==> config.mk <==
export PLATFORM = sky130hd
export DESIGN_NAME = scl_strap_latch
export DESIGN_NICKNAME = d
export VERILOG_FILES = /design/src/scl_pkg.sv /design/src/scl_strap_latch.sv
export SDC_FILE = /design/constraint.sdc
export NUM_CORES = 1
export LEC_CHECK = 0
export BUFFER_PORTS_ARGS = -buffer_cell sky130_fd_sc_hd__buf_2
export CELL_PAD_IN_SITES_DETAIL_PLACEMENT = 1
export CELL_PAD_IN_SITES_GLOBAL_PLACEMENT = 1
export CORE_UTILIZATION = 35
export DETAILED_ROUTE_END_ITERATION = 10
export PLACE_DENSITY_LB_ADDON = 0.05
export SYNTH_ARGS = -nofsm -noshare
export SYNTH_HDL_FRONTEND = slang
export SYNTH_SLANG_ARGS = --single-unit
==> constraint.sdc <==
create_clock -name aclk -period 2.6 [get_ports aclk]
set_input_delay 0.39 -clock aclk [delete_from_list [all_inputs] [get_ports aclk]]
set_output_delay 0.39 -clock aclk [all_outputs]
set_load 0.1 [all_outputs]
==> src/scl_pkg.sv <==
// package of constants and types for the strap configuration latch
package scl_pkg;

  // captured strap bundle
  typedef struct packed {
    logic integrated_magnetics_strap;
    logic [2:0] station_address_strap;
    logic [4:0] indicator_pol_strap;
    logic broadcast_address_strap;
    logic [4:0] device_mode_strap;
    logic ref_clock_out_enable_strap;
    logic indicator_style_strap;
  } scl_strap_t;

  localparam scl_strap_t SCL_STRAP_RST = '0;

  // register byte offsets
  localparam logic [7:0] SCL_OFS_STATUS = 8'h00;
  localparam logic [7:0] SCL_OFS_CONFIG = 8'h04;
  localparam logic [7:0] SCL_OFS_LIVE = 8'h0C;

  // status and live word layout
  localparam int SCL_ST_MAG_BIT = 0;
  localparam int SCL_ST_ADDR_LSB = 4;
  localparam int SCL_ST_POL_LSB = 8;
  localparam int SCL_ST_BCAST_BIT = 13;
  localparam int SCL_ST_MODE_LSB = 16;
  localparam int SCL_ST_REFCLK_BIT = 24;
  localparam int SCL_ST_STYLE_BIT = 25;
  localparam int SCL_ST_DONE_BIT = 31;

  // config word layout
  localparam int SCL_CFG_POL_LSB = 0;
  localparam int SCL_CFG_BCAST_BIT = 8;
  localparam int SCL_CFG_REFCLK_BIT = 12;
  localparam int SCL_CFG_STYLE_BIT = 16;

  // config reset values before capture
  localparam logic [4:0] SCL_POL_RST = 5'h00;
  localparam logic SCL_BCAST_RST = 1'b0;
  localparam logic SCL_REFCLK_RST = 1'b0;
  localparam logic SCL_STYLE_RST = 1'b0;

  // bus responses
  localparam logic [1:0] SCL_RESP_OKAY = 2'h0;
  localparam logic [1:0] SCL_RESP_SLVERR = 2'h2;

endpackage : scl_pkg

==> src/scl_strap_latch.sv <==
// strap capture, derived defaults, management address match and axi4-lite registers
`timescale 1ns/1ps
// Function
// - capture all straps when chip reset is released and derive defaults from them.
// - magnetics strap low gives normal defaults, high gives the magnetics preset.
// - three station address straps form an address 0 to 7, pulled up reads one.
// - an indicator strap captured low sets its polarity bit to one (active high).
// - an indicator strap captured high clears its polarity bit (active low).
// - broadcast strap low makes the device also answer station address 0.
// - broadcast strap high makes the device answer only its own address.
// - the broadcast enable bit loads the inverse of the broadcast strap.
// - five mode straps form a 5-bit code that selects the operating mode.
// - the reference clock output is driven after capture while its enable bit, loaded from its strap, is set.
// - style strap low selects tri-color indicators, high selects individual.
module scl_strap_latch
  import scl_pkg::*;
#(
  parameter int ADDR_W = 8,
  parameter int MGMT_ADDR_W = 5
) (
  // clock and reset
  input wire logic aclk,
  input wire logic aresetn,
  // strap pins
  input wire scl_strap_t strap_pins,
  // management address check
  input wire logic mgmt_req,
  input wire logic [MGMT_ADDR_W-1:0] mgmt_phy_addr,
  output logic mgmt_hit,
  // derived configuration
  output logic integrated_magnetics_preset,
  output logic [2:0] station_address,
  output logic [4:0] indicator_polarity,
  output logic broadcast_address_en,
  output logic [4:0] device_mode,
  output logic ref_clock_output_pin_oe,
  output logic indicator_style,
  output logic config_valid,
  // axi4-lite write
  input wire logic [ADDR_W-1:0] s_axi_awaddr,
  input wire logic s_axi_awvalid,
  output logic s_axi_awready,
  input wire logic [31:0] s_axi_wdata,
  input wire logic [3:0] s_axi_wstrb,
  input wire logic s_axi_wvalid,
  output logic s_axi_wready,
  output logic [1:0] s_axi_bresp,
  output logic s_axi_bvalid,
  input wire logic s_axi_bready,
  // axi4-lite read
  input wire logic [ADDR_W-1:0] s_axi_araddr,
  input wire logic s_axi_arvalid,
  output logic s_axi_arready,
  output logic [31:0] s_axi_rdata,
  output logic [1:0] s_axi_rresp,
  output logic s_axi_rvalid,
  input wire logic s_axi_rready
);

  // lays a strap bundle out as a register word
  function automatic logic [31:0] pack_strap(input scl_strap_t s, input logic done);
    logic [31:0] w;
    w = 32'h0000_0000;
    w[SCL_ST_MAG_BIT] = s.integrated_magnetics_strap;
    w[SCL_ST_ADDR_LSB +: 3] = s.station_address_strap;
    w[SCL_ST_POL_LSB +: 5] = s.indicator_pol_strap;
    w[SCL_ST_BCAST_BIT] = s.broadcast_address_strap;
    w[SCL_ST_MODE_LSB +: 5] = s.device_mode_strap;
    w[SCL_ST_REFCLK_BIT] = s.ref_clock_out_enable_strap;
    w[SCL_ST_STYLE_BIT] = s.indicator_style_strap;
    w[SCL_ST_DONE_BIT] = done;
    return w;
  endfunction : pack_strap

  // word offset compare on an aligned bus address
  function automatic logic addr_is(input logic [ADDR_W-1:0] a, input logic [7:0] ofs);
    return a[ADDR_W-1:2] == ofs[ADDR_W-1:2];
  endfunction : addr_is

  scl_strap_t meta_r;
  scl_strap_t sync_r;
  scl_strap_t status_r;
  logic captured_r;
  logic [4:0] pol_r;
  logic bcast_en_r;
  logic refclk_en_r;
  logic style_r;
  logic oe_r;
  logic hit_r;
  logic awready_r;
  logic wready_r;
  logic aw_have_r;
  logic w_have_r;
  logic [ADDR_W-1:0] awaddr_r;
  logic [31:0] wdata_r;
  logic [3:0] wstrb_r;
  logic bvalid_r;
  logic [1:0] bresp_r;
  logic arready_r;
  logic rvalid_r;
  logic [31:0] rdata_r;
  logic [1:0] rresp_r;
  logic wr_commit;
  logic [31:0] cfg_word;
  logic [31:0] cfg_nxt;
  logic [31:0] strb_mask;
  logic own_match;

  // two-stage synchroniser, free running so it is filled during reset
  always_ff @(posedge aclk) begin
    meta_r <= strap_pins;
    sync_r <= meta_r;
  end

  // one-shot capture at the first edge after release
  always_ff @(posedge aclk) begin
    if (!aresetn) begin
      captured_r <= 1'b0;
      status_r <= SCL_STRAP_RST;
    end else if (!captured_r) begin
      captured_r <= 1'b1;
      status_r <= sync_r;
    end
  end

  // current config word and byte-lane merge of a write
  always_comb begin
    cfg_word = 32'h0000_0000;
    cfg_word[SCL_CFG_POL_LSB +: 5] = pol_r;
    cfg_word[SCL_CFG_BCAST_BIT] = bcast_en_r;
    cfg_word[SCL_CFG_REFCLK_BIT] = refclk_en_r;
    cfg_word[SCL_CFG_STYLE_BIT] = style_r;
    strb_mask = {{8{wstrb_r[3]}}, {8{wstrb_r[2]}}, {8{wstrb_r[1]}}, {8{wstrb_r[0]}}};
    cfg_nxt = (cfg_word & ~strb_mask) | (wdata_r & strb_mask);
  end

  assign wr_commit = aw_have_r && w_have_r && !bvalid_r;

  // defaults derived from the straps, then software may retune them
  always_ff @(posedge aclk) begin
    if (!aresetn) begin
      pol_r <= SCL_POL_RST;
      bcast_en_r <= SCL_BCAST_RST;
      refclk_en_r <= SCL_REFCLK_RST;
      style_r <= SCL_STYLE_RST;
    end else if (!captured_r) begin
      pol_r <= ~sync_r.indicator_pol_strap;
      bcast_en_r <= ~sync_r.broadcast_address_strap;
      refclk_en_r <= sync_r.ref_clock_out_enable_strap;
      style_r <= sync_r.indicator_style_strap;
    end else if (wr_commit && addr_is(awaddr_r, SCL_OFS_CONFIG)) begin
      pol_r <= cfg_nxt[SCL_CFG_POL_LSB +: 5];
      bcast_en_r <= cfg_nxt[SCL_CFG_BCAST_BIT];
      refclk_en_r <= cfg_nxt[SCL_CFG_REFCLK_BIT];
      style_r <= cfg_nxt[SCL_CFG_STYLE_BIT];
    end
  end

  // reference clock buffer enable, off until capture
  always_ff @(posedge aclk) begin
    if (!aresetn) begin
      oe_r <= 1'b0;
    end else begin
      oe_r <= captured_r && refclk_en_r;
    end
  end

  // management address match: own address, plus 0 when enabled
  assign own_match = mgmt_phy_addr == MGMT_ADDR_W'(status_r.station_address_strap);

  always_ff @(posedge aclk) begin
    if (!aresetn) begin
      hit_r <= 1'b0;
    end else begin
      hit_r <= mgmt_req && captured_r &&
               (own_match || (bcast_en_r && mgmt_phy_addr == '0));
    end
  end

  // write address and data channels, taken in either order
  always_ff @(posedge aclk) begin
    if (!aresetn) begin
      awready_r <= 1'b0;
      aw_have_r <= 1'b0;
      awaddr_r <= '0;
    end else begin
      if (s_axi_awvalid && awready_r) begin
        awready_r <= 1'b0;
        aw_have_r <= 1'b1;
        awaddr_r <= s_axi_awaddr;
      end else if (wr_commit) begin
        aw_have_r <= 1'b0;
      end else if (!aw_have_r && !bvalid_r) begin
        awready_r <= 1'b1;
      end
    end
  end

  always_ff @(posedge aclk) begin
    if (!aresetn) begin
      wready_r <= 1'b0;
      w_have_r <= 1'b0;
      wdata_r <= 32'h0000_0000;
      wstrb_r <= 4'h0;
    end else begin
      if (s_axi_wvalid && wready_r) begin
        wready_r <= 1'b0;
        w_have_r <= 1'b1;
        wdata_r <= s_axi_wdata;
        wstrb_r <= s_axi_wstrb;
      end else if (wr_commit) begin
        w_have_r <= 1'b0;
      end else if (!w_have_r && !bvalid_r) begin
        wready_r <= 1'b1;
      end
    end
  end

  // write response, unmapped offsets answer slverr
  always_ff @(posedge aclk) begin
    if (!aresetn) begin
      bvalid_r <= 1'b0;
      bresp_r <= SCL_RESP_OKAY;
    end else if (wr_commit) begin
      bvalid_r <= 1'b1;
      bresp_r <= (addr_is(awaddr_r, SCL_OFS_CONFIG) || addr_is(awaddr_r, SCL_OFS_STATUS) ||
                  addr_is(awaddr_r, SCL_OFS_LIVE)) ? SCL_RESP_OKAY : SCL_RESP_SLVERR;
    end else if (bvalid_r && s_axi_bready) begin
      bvalid_r <= 1'b0;
    end
  end

  // read channel, answer one cycle after the address is taken
  always_ff @(posedge aclk) begin
    if (!aresetn) begin
      arready_r <= 1'b0;
      rvalid_r <= 1'b0;
      rdata_r <= 32'h0000_0000;
      rresp_r <= SCL_RESP_OKAY;
    end else if (s_axi_arvalid && arready_r) begin
      arready_r <= 1'b0;
      rvalid_r <= 1'b1;
      rresp_r <= SCL_RESP_OKAY;
      if (addr_is(s_axi_araddr, SCL_OFS_STATUS)) begin
        rdata_r <= pack_strap(status_r, captured_r);
      end else if (addr_is(s_axi_araddr, SCL_OFS_CONFIG)) begin
        rdata_r <= cfg_word;
      end else if (addr_is(s_axi_araddr, SCL_OFS_LIVE)) begin
        rdata_r <= pack_strap(sync_r, 1'b0);
      end else begin
        rdata_r <= 32'h0000_0000;
        rresp_r <= SCL_RESP_SLVERR;
      end
    end else if (rvalid_r && s_axi_rready) begin
      rvalid_r <= 1'b0;
    end else if (!rvalid_r) begin
      arready_r <= 1'b1;
    end
  end

  // outputs straight from flip-flops
  assign mgmt_hit = hit_r;
  assign integrated_magnetics_preset = status_r.integrated_magnetics_strap;
  assign station_address = status_r.station_address_strap;
  assign indicator_polarity = pol_r;
  assign broadcast_address_en = bcast_en_r;
  assign device_mode = status_r.device_mode_strap;
  assign ref_clock_output_pin_oe = oe_r;
  assign indicator_style = style_r;
  assign config_valid = captured_r;
  assign s_axi_awready = awready_r;
  assign s_axi_wready = wready_r;
  assign s_axi_bvalid = bvalid_r;
  assign s_axi_bresp = bresp_r;
  assign s_axi_arready = arready_r;
  assign s_axi_rvalid = rvalid_r;
  assign s_axi_rdata = rdata_r;
  assign s_axi_rresp = rresp_r;
endmodule : scl_strap_latch

==> results of run 1 <==
==> layout by cell type, fill, tap and decap left out, types with 9 or more instances in the layout <==
cell type / synthesis / final
sky130_fd_sc_hd__and3_1: 13 / 13
sky130_fd_sc_hd__a221o_1: 12 / 12
sky130_fd_sc_hd__conb_1: 1 / 13
sky130_fd_sc_hd__nand2b_1: 9 / 9
sky130_fd_sc_hd__dfxtp_1: 109 / 109
sky130_fd_sc_hd__nand2_1: 60 / 60
sky130_fd_sc_hd__nor2b_1: 15 / 15
sky130_fd_sc_hd__a21boi_0: 29 / 29
sky130_fd_sc_hd__a21oi_1: 11 / 11
sky130_fd_sc_hd__nand3_1: 12 / 12
sky130_fd_sc_hd__clkbuf_8: 0 / 9
sky130_fd_sc_hd__buf_2: 4 / 98
sky130_fd_sc_hd__mux2i_1: 19 / 19
==> cells by family (layout without fill, tap and decap cells) <==
kind of cell | after synthesis | count (layout) | synth area share
AOI/OAI and AO/OA | 77 | 77 | 0.1433
xor gates and xnor gates | 2 | 2 | 0.004458
buffers and inverters | 48 | 124 | 0.06908
DFF | 109 | 109 | 0.5552
muxes | 20 | 20 | 0.05126
other | 1 | 13 | 0.0009542
and+or+nand+nor | 132 | 132 | 0.1757
==> power groups by stage <==
stage          Clock [mW]  Combinational (mW)  Sequential, mW
6_report            0.962               0.508            1.81
3_3_place_gp            0               0.507            1.84
2_1_floorplan           0               0.300            1.96
5_1_grt              1.08               0.541            1.82
3_5_place_dp            0               0.513            1.85
4_1_cts              1.01               0.515            1.81
==> flip-flops by register name (all words and copies together) (netlist names), 3 cells and up, named ones only <==
name,flops
wstrb_r,3
awaddr_r,6
device_mode,5
station_address,3
sync_r,17
status_r,8
meta_r,17
wdata_r,8
s_axi_rdata,21
==> layout make-up <==
| class | instances | area, sq um |
|---|---|---|
| timing repair buffer | 105 | 568.0 |
| inverter | 3 | 11.26 |
| fill | 1258 | 6248 |
| clock buffer | 9 | 123.9 |
| sequential | 109 | 2182 |
| multi-input combinational | 244 | 1521 |
| tap | 140 | 175.2 |
| clock inverter | 7 | 57.56 |
==> routing by layer <==
layer	up-vias	track usage	routed length [microns]
li1	1462	-	-
met1	1395	0.2019	4146
met2	61	0.2798	4500
met3	6	0.03195	316
met4	0	0.05284	72
met5	-	0	0
==> worst max-delay path by stage <==
stage / start / end / slack, ns / cells past startpoint
after floorplan: s_axi_arready$_SDFFE_PP0P_ / s_axi_rdata[11]$_SDFFE_PN0P_ / 0.54 / 6
after CTS: config_valid$_DFF_P_ / config_valid / 0.69 / 1
after detailed placement: s_axi_araddr[7] / s_axi_rdata[25]$_SDFFE_PN0P_ / 0.64 / 4
after global placement: s_axi_araddr[7] / s_axi_rdata[9]$_SDFFE_PN0P_ / 0.67 / 4
after global routing: config_valid$_DFF_P_ / config_valid / 0.64 / 1
final: config_valid$_DFF_P_ / config_valid / 0.72 / 1
==> through the flow <==
step	instances	hold slack, ns	cell area (sq um)	setup slack (ns)	util
finish	617	0.1200	4639	0.7165	0.4261
global route	617	0.08372	4639	0.6424	0.4261
CTS	617	0.09191	4639	0.6930	0.4261
detailed placement	601	0.3135	4458	0.6363	0.4094
global placement	601	0.3102	4458	0.6732	0.4094
floorplan	401	0.3096	3975	0.5387	-
==> results.md, run 1 <==
Global routing:
- The number of antenna violations at the first check in global routing is 0.
- The via count of the first global-routing pass is ~2900.
- The overflow left after global routing is 0.
- The largest net degree at the start of global routing is between 60 and 70.
- The first global-routing pass estimated around 15000 microns of wire.
- The global-route total usage across every layer is 0.1622.

Route:
- After detailed routing, the average wire length per cell comes to ~15 microns.
- In this run, the number of DRC markers left after iteration 0 of detailed routing was 100.
- The final route contains 2924 vias.
- For this run, design rule violations remaining after detail routing come to 0.
- Dividing the detail-routed via count by the number of cells gives around 4.7.
- The count of antenna-violating nets left after detailed routing is 0.
- Wires add up to ~9000 microns.
- The number of search-and-repair iterations in the first detailed-routing pass is 4.

Critical path:
- The data arrival at the endpoint of the critical path is roughly 1.5 ns.
- The critical path class is reg -> out.
- For the worst flop-to-flop path, the logic depth is 4.
- The worst register-to-register path has a setup slack of between 0.7 and 0.8 ns.
- At the worst endpoint, the required time is about 2.2 ns.
- STA classifies the critical path startpoint as a flip-flop.
- Traced cell by cell, the critical path runs through buf_12.
- Grouping stages by cell kind, the critical path spends the most delay in flip-flops.
- STA classifies the critical path endpoint as an output port.
- The maximum fanout along the worst path is 13.
- The start of the worst register-to-register path is awaddr_r[7]$_SDFFE_PN0P_.
- The highest-delay cell along the critical path is sky130_fd_sc_hd__dfxtp_1.
- The sum of buffers and inverters on the critical path is 1.
- In this design, the stage delay of the slowest critical-path cell is 0.87 ns.

Pwr:
- Internal power comes to approximately 2.2 mW.
- The clock network power share is 0.294.
- The switching power share of the total is 0.3195.
- The logic gate share of total power is 0.155.
- Summing internal, switching and leakage power gives around 3.3 mW.
- The total power density per cell area is around 710 nW/um^2.
- The leakage dissipation is 2.106 nW.
- The portion of total power attributed to sequential cells is 0.551.
- IR analysis of the VDD net gives a maximum drop of between 0.2 and 0.25 mV.
- The switching component of the power is about 1.0 mW.

Floorplan:
- In this run the count of I/O pins placed on the die edge is about 140.
- In this run the standard cell core region covers ~11000 sq um.
- The vertical die dimension is between 100 and 150 microns.
- Row generation in the floorplan step produced 38 rows.
- The floorplan step defined a die boundary enclosing approximately 12000 sq um.
- From left edge to right edge, the die measures approximately 110 microns.
- For this configuration, the core starts out at a cell density of 0.3610.

Yosys:
- The number of storage elements in the synthesis netlist is between 100 and 150.
- The area share of the largest cell type after synthesis is 0.5552.
- The Yosys step of the flow raised 0 warnings.
- The average instance area after synthesis is around 10 sq um.
- The most instantiated flip-flop cell in the synthesis netlist is sky130_fd_sc_hd__dfxtp_1.
- Ranked by total cell area, the synthesized netlist is headed by sky130_fd_sc_hd__dfxtp_1, sky130_fd_sc_hd__nand2_1, sky130_fd_sc_hd__a21boi_0.
- The biggest area contributor in the post-synthesis netlist is sky130_fd_sc_hd__dfxtp_1.
- Summing every instance area after synthesis gives 3930 sq um.
- The number of flops mapped to enable cells by yosys is 0.
- The number of library cell types mapped by synthesis is 38.
- In the synthesized netlist, the number of instances is slightly below 400.
- Among all cell types in the netlist, the one instantiated most often is sky130_fd_sc_hd__dfxtp_1.
- In the synthesized netlist the async set-or-reset flop fraction comes to 0.
- Ranked by instance count, the synthesized netlist is headed by sky130_fd_sc_hd__dfxtp_1, sky130_fd_sc_hd__nand2_1, sky130_fd_sc_hd__a21boi_0, sky130_fd_sc_hd__buf_4, sky130_fd_sc_hd__mux2i_1.
- The sequential area share after synthesis is 0.5552.

Cells and area:
- The area growth from synthesis to layout is 18.05%.
- The antenna diode count is 0.
- At the end of the flow, the number of nets in the layout was 554.
- Of the cells placed in the final design, the portion with a size suffix greater than 1 is 0.2704.

CTS:
- CTS built an H-tree with a depth of 3.
- Buffers inserted to repair hold after CTS numbered 0.
- The count of instances resized after the clock tree is built is 0.
- The clock buffer count from CTS is 9.
- Counting every sink on the clock net gives 109.
- The clock slew at the register clock pins of the worst setup and hold paths is around 0.11 ns.
- The root buffer cell chosen for the clock tree is sky130_fd_sc_hd__clkbuf_8.
- The clock tree from TritonCTS is yes.
- The maximum buffer depth of the clock tree is 2.
- Once the clock tree was built, the setup fixing pass inserted 0 buffers.
- The later pin in the worst-skew pair is clocked with a latency of around 0.36 ns.

Place:
- The number of input and output port buffers inserted is slightly below 100.
- Routability-driven placement finished with a final weighted congestion of 0.7378.
- Detailed placement finished with a half-perimeter wire length of around 6500 microns.

STA:
- The transition at the pin with the smallest max-transition slack is ~0.82 ns.
- The worst path in the final design needs a cycle of 1.884 ns, including I/O delays and setup.
- The hold violation total from the final report is 0.
- Setup violations remaining at the end of the flow were counted as 0.
- The fraction of the cycle the final worst path needs is 0.7244.
- Setup repair after global routing left no endpoint under its margin.
- The maximum frequency from static timing analysis is 0.5309 GHz.
- The clock skew after layout is 0.009123 ns.
- The final sum of negative setup slack is 0 ns.
- The final count of pins violating max slew was 0.
- Headroom to the max-slew limit came out at 0.4524.

Min path:
- The worst min-delay path category is in -> reg.
- The end of the worst hold path is meta_r[4]$_DFF_P_.
- The source of the worst hold timing path is strap_pins[4].
- Counting instances, the worst hold path has a depth of 1.

Run status:
- The flow ran to the end, and the final reports show no timing, DRC or antenna violations.

Run:
- The number of max-cap violations is 0.
No activity file was read; power rests on OpenSTA's default activity.
==> run 2, diff against run 1 <==
--- a/config.mk
+++ b/config.mk
@@ -5,10 +5,11 @@
 export SDC_FILE = /design/constraint.sdc
 export NUM_CORES = 1
 export LEC_CHECK = 0
+export ABC_AREA = 1
 export BUFFER_PORTS_ARGS = -buffer_cell sky130_fd_sc_hd__buf_2
 export CELL_PAD_IN_SITES_DETAIL_PLACEMENT = 1
 export CELL_PAD_IN_SITES_GLOBAL_PLACEMENT = 1
-export CORE_UTILIZATION = 35
+export CORE_UTILIZATION = 32
 export DETAILED_ROUTE_END_ITERATION = 10
 export PLACE_DENSITY_LB_ADDON = 0.05
 export SYNTH_ARGS = -nofsm -noshare
==> constraint.sdc (replaced) <==
create_clock -name aclk -period 1.6 [get_ports aclk]
set_input_delay 0.24 -clock aclk [delete_from_list [all_inputs] [get_ports aclk]]
set_output_delay 0.24 -clock aclk [all_outputs]
set_load 0.1 [all_outputs]
==> run 2 against run 1 <==
  * Largest cell class unchanged
  * Largest power group unchanged
  * First-iteration DRC count fell by 18%
  * Design area rose by 8.0%
  * Via count rose by 15%
  * Non-clock buffer count rose by 21
  * Clock power rose to 2.6 times the previous value
  * Worst setup slack got worse by 0.60 ns
  * Area after synthesis rose by 0.13%
  * Die area rose by 9.3%
  * Critical endpoint is now indicator_polarity[0]
  * Register-to-register slack got worse by 0.48 ns
  * Final cell count rose by 18%
  * Synthesized cell count rose by 21%
  * Worst hold slack got worse by 0.069 ns
==> results.md, run 2 <==
Yosys:
- The total number of yosys warnings came to 0 (unchanged).
- The number of library cell types mapped by synthesis is 29 (-24%).
- The average instance area after synthesis is 8.355 sq um (-17%).
- The number of storage elements in the synthesis netlist is 109 (unchanged).
- The cell type contributing the most total cell area after synthesis is sky130_fd_sc_hd__dfxtp_1.
- The share of async-settable or async-resettable flops after synthesis is 0 (unchanged).
- The most used standard cell by instance count after synthesis is sky130_fd_sc_hd__dfxtp_1.
- In the synthesized netlist the dominant register cell turns out to be sky130_fd_sc_hd__dfxtp_1.
- The area of the mapped netlist is 3935 sq um (+0.13%).
- The number of flops mapped to enable cells by yosys is 0 (unchanged).
- The sequential area share after synthesis is 0.5545 (-0.0007062).
- The number of instances in the synthesized netlist is 471 (+21%).
- In the synthesized netlist, the cells that appear most often are sky130_fd_sc_hd__dfxtp_1, sky130_fd_sc_hd__nand2_1, sky130_fd_sc_hd__nor2_1, sky130_fd_sc_hd__o21ai_0, sky130_fd_sc_hd__nand3_1.
- The area share of the largest cell type after synthesis is 0.5545 (-0.0007062).
- After synthesis, the cell types taking the most area are sky130_fd_sc_hd__dfxtp_1, sky130_fd_sc_hd__nand2_1, sky130_fd_sc_hd__nor2_1.

Global routing:
- The wire length of the first global-routing pass is 16700 microns (+15%).
- The global-route total usage across every layer is 0.1666 (+0.004435).
- The via count of the first global-routing pass was 3368 (+17%).
- The overflow left after global routing is 0 (unchanged).
- The largest net degree at the start of global routing came to 33 (-47%).
- The number of antenna violations at the first check in global routing is 0 (unchanged).

Cells and area:
- The area taken by multi-input logic gates was 1433 sq um (-5.8%).
- The antenna diode count is 0 (unchanged).
- The post-route non-filler standard cell count is 729 (+18%).
- The cell area after layout is 5010 sq um (+8.0%).
- The area growth from synthesis to layout is 27.31%.
- The flip-flop count of the largest register after layout is 21 (unchanged).
- The most common cell after layout, fill and taps aside is sky130_fd_sc_hd__dfxtp_1.
- The share of final-layout standard cells stronger than drive strength 1 is 0.2474 (-0.02302).
- The top cell types in the final layout, fill and taps aside, are sky130_fd_sc_hd__dfxtp_1, sky130_fd_sc_hd__buf_2, sky130_fd_sc_hd__nand2_1.
- The post-layout net count is 660 (+19%).
- The number of inserted filler cells in the final layout was 1444 (+15%).
- The register area is 2188 sq um (+0.29%).

STA:
- After layout, the minimum clock period comes to between 1 and 1.5 ns.
- The final setup violation count is 0 (unchanged).
- The worst hold slack is 0.05149 ns (-0.06851 ns).
- The final sum of negative setup slack is 0 ns (unchanged).
- Setup repair after global routing left no endpoint under its margin.
- The fraction of the cycle the final worst path needs is 0.9259.
- The clock skew after layout came to 0.004833 ns (-0.004290 ns).
- The hold violation total from the final report is 0 (unchanged).
- The maximum frequency from static timing analysis is around 0.67 GHz.
- The final count of pins violating max slew is 0 (unchanged).

Pwr:
- The largest voltage drop on the vdd net is 0.6655 mV (+170%).
- The leakage dissipation came to 2.338 nW (+11%).
- The total power density per cell area is 1291 nW/um^2 (+83%).

Floorplan:
- The vertical die dimension is 112.9 microns (+4.6%).
- The number of I/O pins is 142 (unchanged).
- The overall die area is 12740 sq um (+9.3%).
- The initial core utilization came to 0.3276 (-0.03335).
- The die extent in x was 112.9 microns (+4.6%).
- The total number of placement rows is 40 (+5.3%).
- The core area is 12010 sq um (+10%).

Place:
- The number of input and output port buffers inserted is 99 (unchanged).
- The number of cells after detailed placement was 697 (+16%).
- The final estimated routing congestion in global placement was 0.7000 (-5.1%).
- The cell area after placement is 4511 sq um (+1.2%).
- The post-detailed-placement half-perimeter wirelength is 7077 microns (+9.2%).

Critical path:
- The critical path class is reg -> out.
- The data arrival at the endpoint of the critical path is 1.24 ns (-0.25 ns).
- The highest-delay cell along the critical path is sky130_fd_sc_hd__buf_2.
- The endpoint required time on the critical path is 1.36 ns (-0.85 ns).
- The register-to-register setup slack was 0.28 ns (-0.48 ns).
- The type of element capturing the critical path is an output port.
- The sum of buffers and inverters on the critical path is 1 (unchanged).
- The highest cell delay on the worst timing path came to 0.47 ns (-0.40 ns).
- The maximum fanout along the worst path is 3 (-10).
- Walking the worst path, the cells encountered are buf_2.
- On the critical path the largest part of the delay comes from buffers and inverters.
- STA classifies the critical path startpoint as a flip-flop.

CTS:
- The clock buffer count from CTS is 9 (unchanged).
- The TritonCTS sink count is 109 (unchanged).
- The H-tree depth is 3 (unchanged).
- The clock tree from TritonCTS is yes.
- The maximum buffer depth of the clock tree is 2 (unchanged).
- The count of instances resized after the clock tree is built is 0 (unchanged).
- The clock latency on the worst-skew pair came to 0.34 ns (-0.02 ns).
- The clock slew at the register clock pins of the worst setup and hold paths is 0.07 ns (-0.04 ns).
- The root buffer cell chosen for the clock tree is sky130_fd_sc_hd__clkbuf_16.

Min path:
- The tightest min-delay check is of the in -> reg type.

Route:
- The total detailed-routing wirelength was 9922 microns (+9.8%).
- The detailed-route via count is 3369 (+15%).
- The DRC marker count from the first detailed-route iteration is 82 (-18%).
- The number of design rule violations left after detail routing was 0 (unchanged).
- The count of antenna-violating nets left after detailed routing is 0 (unchanged).
- The average wire per cell in the routed design is 13.61 microns (-7.0%).
- The number of search-and-repair iterations in the first detailed-routing pass is 4 (unchanged).
- The ratio of routed vias to standard cells is 4.621 (-2.5%).

Run:
- The number of max-cap violations is 0 (unchanged).

Run status:
- The run finished with clean final reports.
-- run 2: cell count changes in the layout (fill, tap and decap cells not counted), moves of 13 or more --
cell,delta
sky130_fd_sc_hd__dlygate4sd3_1,+17
sky130_fd_sc_hd__nor2_1,+64
sky130_fd_sc_hd__o21ai_0,+37
sky130_fd_sc_hd__a21boi_0,-29
sky130_fd_sc_hd__and3_1,-13
sky130_fd_sc_hd__nand3_1,+24
sky130_fd_sc_hd__inv_1,+18
sky130_fd_sc_hd__nor2b_1,-15
sky130_fd_sc_hd__mux2i_1,-19
sky130_fd_sc_hd__nand2_1,+27
-- run 2: layout make-up --
| type | count | area share |
|---|---|---|
| Clock buffer | 10 | 0.04570 |
| Clock inverter | 5 | 0.01998 |
| Inverter | 24 | 0.01898 |
| Multi-Input combinational cell | 308 | 0.2860 |
| Sequential cell | 109 | 0.4368 |
| Tap cell | 147 | 0.03671 |
| Timing Repair Buffer | 126 | 0.1558 |
-- run 2: stage by stage --
step	utilization	power, mW	worst slack, ns
detailed placement	0.3755	4.039	0.2330
finish	0.4171	6.469	0.1185
floorplan	-	3.843	0.09844
CTS	0.4171	6.563	0.09385
global placement	0.3755	4.024	0.2653
global route	0.4171	6.752	0.08093
-- run 2: path summary, 6_finish.rpt --
check | depth (start not counted) | endpoint | from
setup / recovery | 1 | indicator_polarity[0] | flip-flop
hold / removal | 2 | mgmt_hit$_SDFF_PN0_ | mgmt_phy_addr[4]
setup reg to reg | 4 | flip-flop | config_valid$_DFF_P_
hold reg to reg | 0 | sync_r[2]$_DFF_P_ | meta_r[2]$_DFF_P_
-- run 2: timing repair --
action | in CTS | in global routing
buffers inserted | 0 | 0
hold buffers | 17 | 0
endpoints found under the setup margin | 0 | 0
hold endpoints to repair | 17 | 0
-- run 2: where the power goes --
group | total (mW) | switching, mW | internal [mW]
Clock | 2.47 | 0.952 | 1.52
Combinational | 1.04 | 0.803 | 0.234
Sequential | 2.96 | 0.0939 | 2.87
-- run 2: layer usage --
layer,share of wire,GRT usage
met1,0.48,0.2134
met2,0.47,0.2831
met3,0.034,0.03589
met4,0.012,0.04737
met5,0,0
-- run 2: kinds of logic after synthesis --
family	after synthesis	share of synthesized area
buffers and inverters	66	0.09285
other	1	0.0009530
flip-flops	109	0.5545
XOR/XNOR	3	0.006678
AO/OA/AOI/OAI	82	0.1157
AND/OR/NAND/NOR	210	0.2293
